<file path="config.mk">
export PLATFORM = sky130hd
export DESIGN_NAME = ethernet_status_led_driver
export DESIGN_NICKNAME = d
export VERILOG_FILES = /design/src/led_pkg.sv /design/src/blink_timebase.sv /design/src/ethernet_status_led_driver.sv
export SDC_FILE = /design/constraint.sdc
export NUM_CORES = 1
export LEC_CHECK = 0
export ABC_AREA = 0
export ABC_CLOCK_PERIOD_IN_PS = 1590
export BUFFER_PORTS_ARGS = -buffer_cell sky130_fd_sc_hd__buf_4
export CORE_MARGIN = 2
export CORE_UTILIZATION = 45
export CTS_CLUSTER_SIZE = 8
export DETAILED_ROUTE_END_ITERATION = 10
export PLACE_DENSITY = 0.73
export SETUP_SLACK_MARGIN = 0.4
export SLEW_MARGIN = 10
export SYNTH_ARGS = -nofsm -noshare
export SYNTH_HDL_FRONTEND = slang
export SYNTH_SLANG_ARGS = --single-unit
</file>
<file path="constraint.sdc">
create_clock -name clock -period 1.59 [get_ports clock]
set_input_delay 0.318 -clock clock [delete_from_list [all_inputs] [get_ports clock]]
set_output_delay 0.318 -clock clock [all_outputs]
set_load 0.02 [all_outputs]
</file>
<file path="src/led_pkg.sv">
`default_nettype none
package led_pkg;
   // blink timing
   localparam int unsigned clock_hz = 100_000_000;
   localparam int unsigned act_blink_hz = 10;
   localparam int unsigned col_blink_hz = 20;
   // half periods in cycles, rounded down
   localparam int unsigned act_half_cycles = clock_hz / (2 * act_blink_hz);
   localparam int unsigned col_half_cycles = clock_hz / (2 * col_blink_hz);
   // reset values
   localparam logic led_off = 1'h0;
   localparam logic wave_start = 1'h0;
   // indicator scheme codes
   typedef enum logic [0:0] {
      scheme_four = 1'h0,
      scheme_three = 1'h1
   } scheme_t;
endpackage : led_pkg
`default_nettype wire

</file>
<file path="src/blink_timebase.sv">
`timescale 1ns/10ps
`default_nettype none
module blink_timebase #(
   parameter int unsigned half_cycles = led_pkg::act_half_cycles
) (
   // clock and reset
   input wire logic clock,
   input wire logic rst_n,
   // square wave out
   output logic wave
);
   localparam int cnt_w = $clog2(half_cycles + 1);
   localparam logic [cnt_w-1:0] last = cnt_w'(half_cycles - 1);

   logic [cnt_w-1:0] cnt_ff;
   logic [cnt_w-1:0] nxt_cnt;
   logic wave_ff;
   logic nxt_wave;

   // divider next state
   always_comb begin
      nxt_cnt = cnt_ff + cnt_w'(1);
      nxt_wave = wave_ff;
      if (cnt_ff == last) begin
         nxt_cnt = '0;
         nxt_wave = ~wave_ff;
      end
   end

   // divider registers
   always_ff @(posedge clock or negedge rst_n) begin
      if (!rst_n) begin
         cnt_ff <= '0;
         wave_ff <= led_pkg::wave_start;
      end else begin
         cnt_ff <= nxt_cnt;
         wave_ff <= nxt_wave;
      end
   end

   assign wave = wave_ff;
endmodule : blink_timebase
`default_nettype wire

</file>
<file path="src/ethernet_status_led_driver.sv">
// Summary of operation
// - four-indicator scheme: activity indicator blinks 10 Hz during receive or transmit.
// - three-indicator scheme: link/activity on with good link, blinks 10 Hz on traffic.
// - four-indicator scheme: ten-megabit indicator on while link runs at 10 Mbit/s.
// - four-indicator scheme: hundred-megabit indicator on while link runs at 100 Mbit/s.
// - three-indicator scheme: speed indicator on at 100 Mbit/s, off at 10.
// - duplex/collision on in full duplex; blinks 20 Hz on half-duplex collision.
// - dedicated duplex output idle in three-indicator scheme; shared output carries it.
// - activity blinking follows receive and transmit only, never collisions.
`timescale 1ns/10ps
`default_nettype none
module ethernet_status_led_driver #(
   parameter int unsigned act_half = led_pkg::act_half_cycles,
   parameter int unsigned col_half = led_pkg::col_half_cycles
) (
   // clock and reset
   input wire logic clock,
   input wire logic rst_n,
   // scheme select, high selects three indicators
   input wire logic three_led_scheme,
   // link status from core logic
   input wire logic link_good,
   input wire logic speed_100,
   input wire logic full_duplex,
   input wire logic rx_active,
   input wire logic tx_active,
   input wire logic collision,
   // indicators, high is on
   output logic activity_indicator,
   output logic ten_meg_link_indicator,
   output logic hundred_meg_link_indicator,
   output logic dedicated_duplex_collision_indicator
);

   ////////////////////////////////////////////////////////////////////////////
   // timebases
   //   both waves free-run from reset and are not restarted by traffic, so the
   //   first flash of a burst can be shorter than a half period; this keeps all
   //   activity and collision lamps of one board in step with each other

   logic act_wave;
   logic col_wave;

   // 10 Hz activity wave from divided core clock
   blink_timebase #(.half_cycles(act_half)) u_act_tb (
      .clock(clock),
      .rst_n(rst_n),
      .wave(act_wave)
   );

   // 20 Hz collision wave from divided core clock
   blink_timebase #(.half_cycles(col_half)) u_col_tb (
      .clock(clock),
      .rst_n(rst_n),
      .wave(col_wave)
   );

   ////////////////////////////////////////////////////////////////////////////
   // scheme decode
   //   the select is a level from core logic on this clock, read with no
   //   synchroniser; a change shows on the pins one edge later

   led_pkg::scheme_t scheme;

   // select to scheme code
   always_comb begin
      scheme = led_pkg::scheme_four;
      if (three_led_scheme) begin
         scheme = led_pkg::scheme_three;
      end
   end

   ////////////////////////////////////////////////////////////////////////////
   // shared terms
   //   collisions are kept out of the activity term on purpose; a half-duplex
   //   collision only ever reaches the duplex/collision lamp, and a collision
   //   seen in full duplex is ignored because the lamp is steady then

   logic traffic;
   logic act_blink;
   logic dup_col;

   // activity term, frames only
   always_comb begin
      traffic = rx_active | tx_active;
      act_blink = traffic & act_wave;
   end

   // duplex term, steady or collision blink
   always_comb begin
      if (full_duplex) begin
         dup_col = 1'h1;
      end else begin
         dup_col = collision & col_wave;
      end
   end

   ////////////////////////////////////////////////////////////////////////////
   // indicators
   //   each pin is its own group: a next value and a register, dark in reset;
   //   the three-indicator scheme moves duplex/collision onto the ten-megabit
   //   pin and leaves the dedicated pin dark

   logic nxt_act;
   logic nxt_ten;
   logic nxt_hundred;
   logic nxt_dedicated;
   logic act_ff;
   logic ten_ff;
   logic hundred_ff;
   logic dedicated_ff;

   // activity pin next value
   always_comb begin
      nxt_act = led_pkg::led_off;
      case (scheme)
         led_pkg::scheme_four: begin
            nxt_act = act_blink;
         end
         led_pkg::scheme_three: begin
            // traffic blink overrides steady link
            nxt_act = traffic ? act_wave : link_good;
         end
         default: begin
            nxt_act = led_pkg::led_off;
         end
      endcase
   end

   // activity pin register
   always_ff @(posedge clock or negedge rst_n) begin
      if (!rst_n) begin
         act_ff <= led_pkg::led_off;
      end else begin
         act_ff <= nxt_act;
      end
   end

   // ten-megabit pin next value, shared duplex pin in three-indicator scheme
   always_comb begin
      nxt_ten = led_pkg::led_off;
      case (scheme)
         led_pkg::scheme_four: begin
            nxt_ten = link_good & ~speed_100;
         end
         led_pkg::scheme_three: begin
            nxt_ten = dup_col;
         end
         default: begin
            nxt_ten = led_pkg::led_off;
         end
      endcase
   end

   // ten-megabit pin register
   always_ff @(posedge clock or negedge rst_n) begin
      if (!rst_n) begin
         ten_ff <= led_pkg::led_off;
      end else begin
         ten_ff <= nxt_ten;
      end
   end

   // hundred-megabit pin next value, speed pin in three-indicator scheme
   always_comb begin
      nxt_hundred = led_pkg::led_off;
      case (scheme)
         led_pkg::scheme_four: begin
            nxt_hundred = link_good & speed_100;
         end
         led_pkg::scheme_three: begin
            // speed alone, not gated by link
            nxt_hundred = speed_100;
         end
         default: begin
            nxt_hundred = led_pkg::led_off;
         end
      endcase
   end

   // hundred-megabit pin register
   always_ff @(posedge clock or negedge rst_n) begin
      if (!rst_n) begin
         hundred_ff <= led_pkg::led_off;
      end else begin
         hundred_ff <= nxt_hundred;
      end
   end

   // dedicated duplex/collision pin next value, idle in three-indicator scheme
   always_comb begin
      nxt_dedicated = led_pkg::led_off;
      case (scheme)
         led_pkg::scheme_four: begin
            nxt_dedicated = dup_col;
         end
         led_pkg::scheme_three: begin
            nxt_dedicated = led_pkg::led_off;
         end
         default: begin
            nxt_dedicated = led_pkg::led_off;
         end
      endcase
   end

   // dedicated duplex/collision pin register
   always_ff @(posedge clock or negedge rst_n) begin
      if (!rst_n) begin
         dedicated_ff <= led_pkg::led_off;
      end else begin
         dedicated_ff <= nxt_dedicated;
      end
   end

   // pins straight from the registers
   assign activity_indicator = act_ff;
   assign ten_meg_link_indicator = ten_ff;
   assign hundred_meg_link_indicator = hundred_ff;
   assign dedicated_duplex_collision_indicator = dedicated_ff;
endmodule : ethernet_status_led_driver
`default_nettype wire

</file>
==> impl_results.md, run 1 <==
* Status: complete, no violations
* Via density at 5.49
* Clock Skew at 0.0103 ns
* First-pass DRT Iterations at 4
* First-pass GRT wire length at 11,000 µm
* Die footprint at 6230 µm²
* Distinct cells, synth at 43
* Syn Area/Cell at 10.7 µm²
* Period utilization at 99.1%
* Largest cells by area after synthesis: dfrtp_1, xnor2_1, xor2_1, nand3_1, nand4_1
* Crit path launch: u_col_tb.cnt_ff[8]
* WL/cell at 18.0 µm
* DRC at 0
* Peak VDD IR at 0.630 mV
* Max-cap violations at 0
* Commonest cells in the netlist: dfrtp_1, nor2_1, nand3_1
* Synth warn at 0
* Port-buffer cells at 12
* Row count at 27
* EDFF count, synth at 0
* Initial antenna violation count at 0
* H-tree depth at 2
* Global Route Usage Sum at 22.8%
* CP top delay family: simple AND/OR/NAND/NOR gates
* Power Total at 2.17 mW
* Sequential cell area at 1290 µm²
* Final GP Congestion at 0.839
* CTS max path bufs at 2
* Initial core utilization at 46.1%
* Largest net degree at the start of global routing at 52
* CTS tree: done
* Worst-margin pin slew at 0.638 ns
* CTS Sinks at 51
* Synth Area in Simple Gates at 31.3%
* Antenna-violating nets left at 0
* Placed instance count at 337
* Dominant synthesized flop cell: dfrtp_1
* Num ports at 13
* CP max stage delay at 0.44 ns
* Leakage at 1.74 nW
* Share of layout cells above drive strength 1 at 54.0%
* Fillcell total at 370
* FMAX at 0.635 GHz
* Crit-path slowest cell: dfrtp_2
* Final Max Tran Viols at 0
* GR Overflow Total at 0
* Count leader, synth: dfrtp_1
* Die width at 78.9 µm
* Detailed Route WL at 7180 µm
* Root Driver: clkbuf_8
* CTS Hold Bufs at 0
* Nets at 338
* Multi-input logic area at 1630 µm²
* Compound-cell area share of the yosys netlist at 3.72%
* Largest family of logic cells by synthesized area: simple AND/OR/NAND/NOR gates
* Worst r2r src: u_col_tb.cnt_ff[8]
* Arrival @ worst endpoint at 1.80 ns
* Min cycle time layout at 1.58 ns
* Vias in the first global route at 2,300
* Count of final hold-check violations at 0
* Core area at 5470 µm²
* Kind of critical path: flip-flop to flip-flop
* Final setup violation count at 0
* Number of diodes at 0
* Crit path max fanout at 10
* XOR/XNOR Fraction of Synth Area at 11.8%
* Gate Count Post-Synth at 235
* Final non-filler cell total at 400
* Clock-pin slew on the worst setup and hold paths at 0.10 ns
* Chip height at 78.9 µm
* Worst Setup Slack post-DPL at 0.0181 ns
* Startpoint Class: flip-flop
* Crit end category: flip-flop
* Clk Latency, worst-skew pair at 0.30 ns
* Post-Syn Area at 2520 µm²
* Worst path bufs/invs at 2
* Leading area contributor after synthesis: dfrtp_1
* Data required, critical path at 1.82 ns
* P&R area growth vs syn at 53.0%
* Worst setup slack after layout at 0.0142 ns
* CTS Buf Count at 5
* Register area share after synthesis at 50.5%
* DP HPWL at 3630 µm
* Final core utilization at 70.6%
* CP cell instances: buf_4 -> nor4bb_1 -> nand2_1 -> nor3_4 -> buf_12 -> xor2_1
* Tightest Hold Check Type: input port to asynchronous set/reset pin
* RSZ-0062 raised after global routing: yes
* Share of the synthesized area in the top cell type at 50.5%
* Syn_nets at 246
* Relative slew slack at 57.5%
* Initial DRC count at 96
* Power per Cell Area at 562 nW/µm²
* Mux cell area share after synthesis at 0.396%
* Ys async rst share at 100%
* Via count at 2,196
* Synth Register Bits at 51
* Fraction of the mapped netlist area in adder cells at 0.991%
-- registers in the layout, indices dropped and copies added, names as in the netlist --
name                                  cells
activity_indicator                        1
dedicated_duplex_collision_indicator      1
hundred_meg_link_indicator                1
ten_meg_link_indicator                    1
u_act_tb.cnt_ff                          23
u_act_tb.wave                             1
u_col_tb.cnt_ff                          22
u_col_tb.wave                             1
-- repair_timing --
action                                  in CTS  in global routing
pin swaps                                   36                 26
gates resized for setup                     50                 44
buffers inserted                            40                 15
endpoints found under the setup margin      43                 45
-- where the power goes --
group | leakage [nW] | switching, mW | internal, mW
clock network | 0.0516 | 0.444 | 0.357
logic | 1.03 | 0.0409 | 0.0248
registers | 0.664 | 0.00175 | 1.30
-- cell usage in the layout, fill, tap and decap left out, types with 4 or more instances in the layout --
cell,netlist,layout
nor2_2,0,7
dfrtp_1,51,41
nor2_1,23,11
nand3_4,1,4
dfrtp_2,0,10
nand3_2,0,6
nand4_1,14,14
xnor2_1,18,13
buf_6,0,18
nor3_4,2,5
nand3_1,20,11
xnor2_2,0,5
nand2_1,16,11
buf_4,1,70
nor2_4,0,5
clkbuf_8,0,6
nor3_1,9,5
xor2_1,16,16
and3_1,5,5
-- kinds of logic after synthesis --
kind of cell | Yosys count
buffers and inverters | 7
AO/OA/AOI/OAI | 15
AND/OR/NAND/NOR | 125
multiplexers | 1
adder cells (fa/ha/maj) | 2
XOR/XNOR | 34
flip-flops | 51
-- metal layers --
| layer | up-vias | share of wire, % | wire length [µm] | track usage [%] |
|---|---|---|---|---|
| li1 | 1040 | - | - | - |
| met1 | 1095 | 40 | 2890 | 26.0 |
| met2 | 43 | 54 | 3870 | 42.3 |
| met3 | 18 | 3.0 | 212 | 4.09 |
| met4 | 0 | 3.0 | 216 | 8.97 |
| met5 | - | 0 | 0 | 0 |
-- final timing paths --
path	end	slack, ns	cells after the start
min	u_act_tb.cnt_ff[2]	0.02	1
max in group asynchronous	u_col_tb.cnt_ff[14]	1.09	1
min in group clock	activity_indicator	0.18	2
max reg2reg	u_col_tb.wave	0.01	6
min reg2reg	u_act_tb.wave	0.48	1
max	u_col_tb.wave	0.01	6
-- layout make-up --
class                      instances  share of cell area, %
sequential                        51                   33.4
inverter                           3                  0.292
clock inverter                     2                  0.356
clock buffer                       6                   2.14
timing repair buffer              89                   19.4
multi-input combinational        177                   42.1
tap                               72                   2.33
-- stage by stage --
step                      cell area [µm²]  hold WS, ns  setup TNS, ns
after floorplan                      2620       0.0224              0
after global placement               2950        0.375              0
after detailed placement             2950        0.385              0
after CTS                            3530       0.0452              0
after global routing                 3860       0.0665        -0.0365
final                                3860       0.0209              0
Power figures use the tool's default switching activity.
==> run 2: changes to the inputs <==
--- a/config.mk
+++ b/config.mk
@@ -6,13 +6,13 @@
 export NUM_CORES = 1
 export LEC_CHECK = 0
 export ABC_AREA = 0
-export ABC_CLOCK_PERIOD_IN_PS = 1590
+export ABC_CLOCK_PERIOD_IN_PS = 1900
 export BUFFER_PORTS_ARGS = -buffer_cell sky130_fd_sc_hd__buf_4
 export CORE_MARGIN = 2
 export CORE_UTILIZATION = 45
 export CTS_CLUSTER_SIZE = 8
 export DETAILED_ROUTE_END_ITERATION = 10
-export PLACE_DENSITY = 0.73
+export PLACE_DENSITY = 0.71
 export SETUP_SLACK_MARGIN = 0.4
 export SLEW_MARGIN = 10
 export SYNTH_ARGS = -nofsm -noshare
==> constraint.sdc (replaced) <==
create_clock -name clock -period 1.9 [get_ports clock]
set_input_delay 0.38 -clock clock [delete_from_list [all_inputs] [get_ports clock]]
set_output_delay 0.38 -clock clock [all_outputs]
set_load 0.02 [all_outputs]
==> impl_results.md, run 2 (synthesis gave the netlist of run 1 again) <==
* Status: complete, no violations
* Most common cell after layout, fill and taps aside: buf_4
* CTS max path bufs at 2 (unchanged)
* Clock Skew at 0.00502 ns (-0.00524 ns)
* Max reg flops at 23 (unchanged)
* WL/cell at 15.6 µm (-13%)
* Port-buffer cells at 12 (unchanged)
* CTS tree: done
* Most frequent cells in the layout: buf_4, dfrtp_1, nor2_1
* Leakage at 1.40 nW (-20%)
* Die width at 78.9 µm (unchanged)
* H-tree depth at 2 (unchanged)
* Initial DRC count at 96 (unchanged)
* Detailed Route WL at 5650 µm (-21%)
* P_sw at 0.398 mW (-18%)
* DP HPWL at 3200 µm (-12%)
* Worst-margin pin slew at 0.606 ns (-0.0312 ns)
* Min cycle time layout at 1.55 ns (-0.0235 ns)
* Antenna-violating nets left at 0 (unchanged)
* Data required, critical path at 2.14 ns (+0.32 ns)
* GR Overflow Total at 0 (unchanged)
* Die footprint at 6230 µm² (unchanged)
* CTS Buf Count at 5 (unchanged)
* Final setup violation count at 0 (unchanged)
* Largest regs: u_act_tb.cnt_ff (23), u_col_tb.cnt_ff (22)
* Clock-pin slew on the worst setup and hold paths at 0.09 ns (about the same)
* RSZ-0062 raised after global routing: yes
* Final Max Tran Viols at 0 (unchanged)
* Arrival @ worst endpoint at 1.79 ns (about the same)
* Setup TNS at 0 ns (unchanged)
* Peak VDD IR at 0.444 mV (-29%)
* Largest net degree at the start of global routing at 52 (unchanged)
* Startpoint Class: flip-flop
* Clk Latency, worst-skew pair at 0.31 ns (about the same)
* Fillcell total at 448 (+21%)
* Period utilization at 81.7% (-17 points)
* Crit path max fanout at 7 (-3)
* First-pass DRT Iterations at 4 (unchanged)
* R2R cell count at 5 (-1)
* DRC at 0 (unchanged)
* Sw Ratio at 20.6% (-1.9 points)
* Power Total at 1.93 mW (-11%)
* Kind of critical path: flip-flop to flip-flop
* Number of diodes at 0 (unchanged)
* Nets at 299 (-12%)
* Global Route Usage Sum at 18.2% (-4.7 points)
* Root Driver: clkbuf_8
* Tightest Hold Check Type: input port to asynchronous set/reset pin
* Row count at 27 (unchanged)
* P&R area growth vs syn at 29.4%
* Reg power frac at 56.4% (-3.6 points)
* Count of final hold-check violations at 0 (unchanged)
* FMAX at 0.644 GHz (+1.5%)
* Initial core utilization at 46.1% (unchanged)
* Share of layout cells above drive strength 1 at 39.4% (-15 points)
* Relative slew slack at 59.6% (+2.1 points)
* Via density at 5.53 (+0.76%)
* Power per Cell Area at 591 nW/µm² (+5.2%)
* Num ports at 13 (unchanged)
* Logic gate share of total power at 2.7% (-0.3 points)
* Core area at 5470 µm² (unchanged)
* Vias in the first global route at 1,965 (-15%)
* CTS Sinks at 51 (unchanged)
* First-pass GRT wire length at 8870 µm (-19%)
* Reg with most FFs: u_act_tb.cnt_ff
* Via count at 1,997 (-9.1%)
* Crit end category: flip-flop
* Int Pwr at 1.53 mW (-8.8%)
* Clock power share at 40.9% (+4.0 points)
* Max-cap violations at 0 (unchanged)
* Chip height at 78.9 µm (unchanged)
* Initial antenna violation count at 0 (unchanged)
* Final GP Congestion at 0.846 (+0.83%)
[run 2: power by group through the flow]
stage,Combinational [mW],Sequential (mW),Clock [mW]
floorplan,0.00496,1.12,0
global placement,0.0542,1.11,0
detailed placement,0.0548,1.11,0
CTS,0.0548,1.09,0.814
global route,0.0601,1.09,0.845
finish,0.0524,1.09,0.790
[run 2: routing by layer]
metal	wire length, µm	GRT usage [%]
met3	157	3.64
met1	2480	22.6
met2	2840	29.9
met5	0	0
met4	172	9.66
[run 2: layout make-up]
cell class | instances | area (µm²) | area share (%)
multi-input combinational | 177 | 1360 | 41.7
sequential | 51 | 1300 | 39.7
timing repair buffer | 50 | 390 | 11.9
tap | 72 | 90.1 | 2.76
clock buffer | 6 | 82.6 | 2.53
clock inverter | 2 | 35.0 | 1.07
inverter | 3 | 11.3 | 0.345
[run 2: path summary, 6_finish.rpt]
kind                                      from                                   end  slack [ns]
max                        u_act_tb.cnt_ff[20]                         u_act_tb.wave        0.35
min                                      rst_n                    u_act_tb.cnt_ff[8]        0.07
min reg2reg                      u_col_tb.wave                         u_col_tb.wave        0.48
min in group clock            three_led_scheme  dedicated_duplex_collision_indicator        0.25
max in group asynchronous                rst_n                    u_col_tb.cnt_ff[6]        1.38
max reg2reg                u_act_tb.cnt_ff[20]                         u_act_tb.wave        0.35
[run 2: timing repair]
action | 4_1_cts | 5_1_grt
resized for setup | 16 | 34
endpoints found under the setup margin | 26 | 26
hold endpoints to repair | 0 | 0
hold buffers | 0 | 0
setup buffers | 18 | 17
pin swaps | 9 | 17
[run 2: worst max-delay path, stage by stage, from the launching register on]
cell	delay, ns
dfrtp_1	0.42
nor4bb_2	0.37
nand4_2	0.19
nor3_4	0.19
buf_6	0.17
xor2_2	0.13
[run 2: metrics by stage]
step / worst slack, ns / hold WS [ns] / util, % / area [µm²] / cells
detailed placement: 0.169 / 0.443 / 49.7 / 2720 / 318
CTS: 0.345 / 0.0963 / 55.1 / 3010 / 344
finish: 0.348 / 0.0733 / 59.7 / 3270 / 361
global placement: 0.233 / 0.437 / 49.7 / 2720 / 318
global route: 0.273 / 0.127 / 59.7 / 3270 / 361
floorplan: 0.396 / 0.0844 / - / 2540 / 235
==> run 3: changes to the inputs <==
--- a/config.mk
+++ b/config.mk
@@ -5,14 +5,14 @@
 export SDC_FILE = /design/constraint.sdc
 export NUM_CORES = 1
 export LEC_CHECK = 0
-export ABC_AREA = 0
-export ABC_CLOCK_PERIOD_IN_PS = 1900
+export ABC_AREA = 1
+export ABC_CLOCK_PERIOD_IN_PS = 1350
 export BUFFER_PORTS_ARGS = -buffer_cell sky130_fd_sc_hd__buf_4
 export CORE_MARGIN = 2
 export CORE_UTILIZATION = 45
 export CTS_CLUSTER_SIZE = 8
 export DETAILED_ROUTE_END_ITERATION = 10
-export PLACE_DENSITY = 0.71
+export PLACE_DENSITY = 0.73
 export SETUP_SLACK_MARGIN = 0.4
 export SLEW_MARGIN = 10
 export SYNTH_ARGS = -nofsm -noshare
==> constraint.sdc (replaced) <==
create_clock -name clock -period 1.35 [get_ports clock]
set_input_delay 0.27 -clock clock [delete_from_list [all_inputs] [get_ports clock]]
set_output_delay 0.27 -clock clock [all_outputs]
set_load 0.02 [all_outputs]
==> impl_results.md, run 3 <==
* R2R cell count at 8 (+3)
* Share of the synthesized area in the top cell type at 46.1% (-4.5 points)
* Detailed Route WL at 7360 µm (+30%)
* H-tree depth at 2 (unchanged)
* Fin area at 3790 µm² (+16%)
* Die footprint at 6800 µm² (+9.2%)
* Most frequent CP cell: nor2_4
* CTS tree: done
* GR Overflow Total at 0 (unchanged)
* Max reg flops at 23 (unchanged)
* Final hold slack at 0.133 ns (+0.0594 ns)
* DRC at 0 (unchanged)
* Leakage at 1.81 nW (+30%)
* Register area share after synthesis at 46.1% (-4.5 points)
* Startpoint Class: flip-flop
* Hold Path Origin: three_led_scheme
* Root Driver: clkbuf_8
* Syn Area/Cell at 7.27 µm² (-32%)
* Commonest cells in the netlist: nand2_1, nor2_1, inv_1
* Row count at 28 (+3.7%)
* Power Total at 2.76 mW (+43%)
* Die width at 82.5 µm (+4.5%)
* Failing checks: negative setup slack
* CP top delay family: simple AND/OR/NAND/NOR gates
* Fillcell total at 427 (-4.7%)
* Max-cap violations at 0 (unchanged)
* Initial DRC count at 244 (+150%)
* Count leader, synth: nand2_1
* Distinct cells, synth at 20 (-53%)
* Count of final hold-check violations at 0 (unchanged)
* Most frequent cells in the layout: nand2_1, inv_1, nor2_1
* DP HPWL at 4240 µm (+33%)
* Worst r2r src: u_act_tb.cnt_ff[0]
* Clock-pin slew on the worst setup and hold paths at 0.10 ns (about the same)
* Final setup violation count at 23 (+23)
* RSZ-0062 raised after global routing: yes
* Via count at 2,650 (+33%)
* Gate Count Post-Synth at 381 (+62%)
* Tightest Hold Check Type: input port to flip-flop
* Status: complete, but fails checks
* Dominant synthesized flop cell: dfrtp_1
* Leading area contributor after synthesis: dfrtp_1
* Largest cells by area after synthesis: dfrtp_1, nand2_1, nor2_1, inv_1, xor2_1
* Final non-filler cell total at 508 (+41%)
* Placed Area at 3190 µm² (+18%)
* Most common cell after layout, fill and taps aside: nand2_1
* Global Route Usage Sum at 20.5% (+2.4 points)
* Worst path bufs/invs at 0 (-1)
* Final GP Congestion at 0.909 (+7.4%)
* Hold path cells at 2
* CP cell instances: ha_2 -> nand2_2 -> nor2_4 -> nand2_4 -> nor2_4 -> nand3_2 -> nand2_1 -> nor2_1
* Initial antenna violation count at 0 (unchanged)
* First-pass DRT Iterations at 9 (+5)
* Vias in the first global route at 2,329 (+19%)
* Final Max Tran Viols at 0 (unchanged)
* CTS Buf Count at 5 (unchanged)
* CTS Sinks at 51 (unchanged)
* Period utilization at 107% (+25 points)
* Final core utilization at 64.1% (+4.3 points)
* Crit-path slowest cell: dfrtp_1
* EDFF count, synth at 0 (unchanged)
* First-pass GRT wire length at 10,600 µm (+20%)
* Reg with most FFs: u_act_tb.cnt_ff
* Kind of critical path: flip-flop to flip-flop
* Synth Register Bits at 51 (unchanged)
* Via density at 5.22 (-5.7%)
* Clock Skew at 0.0120 ns (+0.00694 ns)
* Relative slew slack at 67.4% (+7.8 points)
* Antenna-violating nets left at 0 (unchanged)
* Initial core utilization at 46.8% (+0.65 points)
* Share of layout cells above drive strength 1 at 34.9% (-4.6 points)
* Synth warn at 0 (unchanged)
* CP max stage delay at 0.36 ns (-0.06 ns)
* Clk Latency, worst-skew pair at 0.31 ns (about the same)
* Num ports at 13 (unchanged)
* Crit path max fanout at 5 (-2)
* Post-Syn Area at 2770 µm² (+9.7%)
* P&R area growth vs syn at 36.9%
* Worst Setup Slack post-DPL at -0.0771 ns (-0.246 ns)
* CTS max path bufs at 2 (unchanged)
* FF-to-FF setup slack at -0.09 ns (-0.44 ns)
* Number of diodes at 0 (unchanged)
* Largest regs: u_act_tb.cnt_ff (23), u_col_tb.cnt_ff (22)
* Min cycle time layout at 1.44 ns (-0.108 ns)
* Worst setup slack after layout at -0.0947 ns (-0.442 ns)
* Peak VDD IR at 0.636 mV (+43%)
* Crit path launch: u_act_tb.cnt_ff[0]
* Placed instance count at 487 (+53%)
* Largest net degree at the start of global routing at 36 (-31%)
* WHS Endpoint: dedicated_duplex_collision_indicator
* Core area at 5920 µm² (+8.2%)
* Crit end category: flip-flop
* Data required, critical path at 1.57 ns (-0.57 ns)
* Nets at 443 (+48%)
* Power per Cell Area at 727 nW/µm² (+23%)
* Chip height at 82.5 µm (+4.5%)
* Setup TNS at -1.08 ns (-1.08 ns)
* FMAX at 0.692 GHz (+7.4%)
* Worst-margin pin slew at 0.484 ns (-0.123 ns)
* Port-buffer cells at 12 (unchanged)
* Arrival @ worst endpoint at 1.66 ns (-0.13 ns)
* Worst reg2reg endpoint: u_act_tb.cnt_ff[18]
* WL/cell at 14.5 µm (-7.5%)
* Syn_nets at 392 (+59%)
* Ys async rst share at 100% (unchanged)
==> run 3: cell families (layout without fill, tap and decap cells) <==
family                     Yosys count  in the layout  share of synthesized area (%)
adders and majority gates            2              2                          0.903
AOI/OAI and AO/OA                   16             16                           2.98
DFF                                 51             51                           46.1
xor gates and xnor gates            21             21                           6.64
and+or+nand+nor                    228            229                           34.8
buffers and inverters               63            114                           8.63
==> run 3: layout make-up <==
| type | count | area [µm²] | share of cell area [%] |
|---|---|---|---|
| Multi-Input combinational cell | 268 | 1670 | 43.9 |
| Sequential cell | 51 | 1280 | 33.8 |
| Timing Repair Buffer | 45 | 403 | 10.6 |
| Inverter | 61 | 231 | 6.10 |
| Tap cell | 75 | 93.8 | 2.47 |
| Clock buffer | 6 | 82.6 | 2.18 |
| Clock inverter | 2 | 35.0 | 0.924 |
==> run 3: where the power goes <==
group	total [mW]	leakage (nW)	switching (mW)	internal, mW
sequential	1.54	0.673	0.00323	1.53
combinational	0.0887	1.08	0.0509	0.0378
clock	1.13	0.0612	0.532	0.601
total	2.76	1.81	0.586	2.17
==> run 3: worst register-to-register path: stages, from the launching register on <==
cell and delay [ns]:
dfrtp_1 0.36, ha_2 0.20, nand2_2 0.07, nor2_4 0.15
nand2_4 0.09, nor2_4 0.18, nand3_2 0.16, nand2_1 0.10
nor2_1 0.04
==> run 3: how the worst max path moves through the flow <==
| stage | to | slack (ns) | depth (start not counted) |
|---|---|---|---|
| 6_report | u_act_tb.cnt_ff[18] | -0.09 | 8 |
| 2_1_floorplan | u_act_tb.cnt_ff[11] | 0.07 | 8 |
| 5_1_grt | u_act_tb.cnt_ff[18] | -0.18 | 8 |
| 3_3_place_gp | u_act_tb.wave | -0.02 | 9 |
| 3_5_place_dp | u_act_tb.wave | -0.08 | 9 |
| 4_1_cts | u_act_tb.cnt_ff[8] | -0.05 | 8 |
==> run 3: timing repair <==
action	in CTS	in global routing
setup buffers	4	6
hold endpoints to repair	16	0
pin swaps	21	22
cloned	0	2
gates resized for setup	54	57
hold buffers	1	0
setup endpoints to repair	49	50
==> run 3: metal layers <==
layer  vias to the layer above  track usage (%)  wire, µm
met5                         -                0         0
met4                         0             9.00       225
met3                        24             4.78       495
met2                       137             31.9      3580
met1                      1238             27.3      3050
li1                       1251                -         -
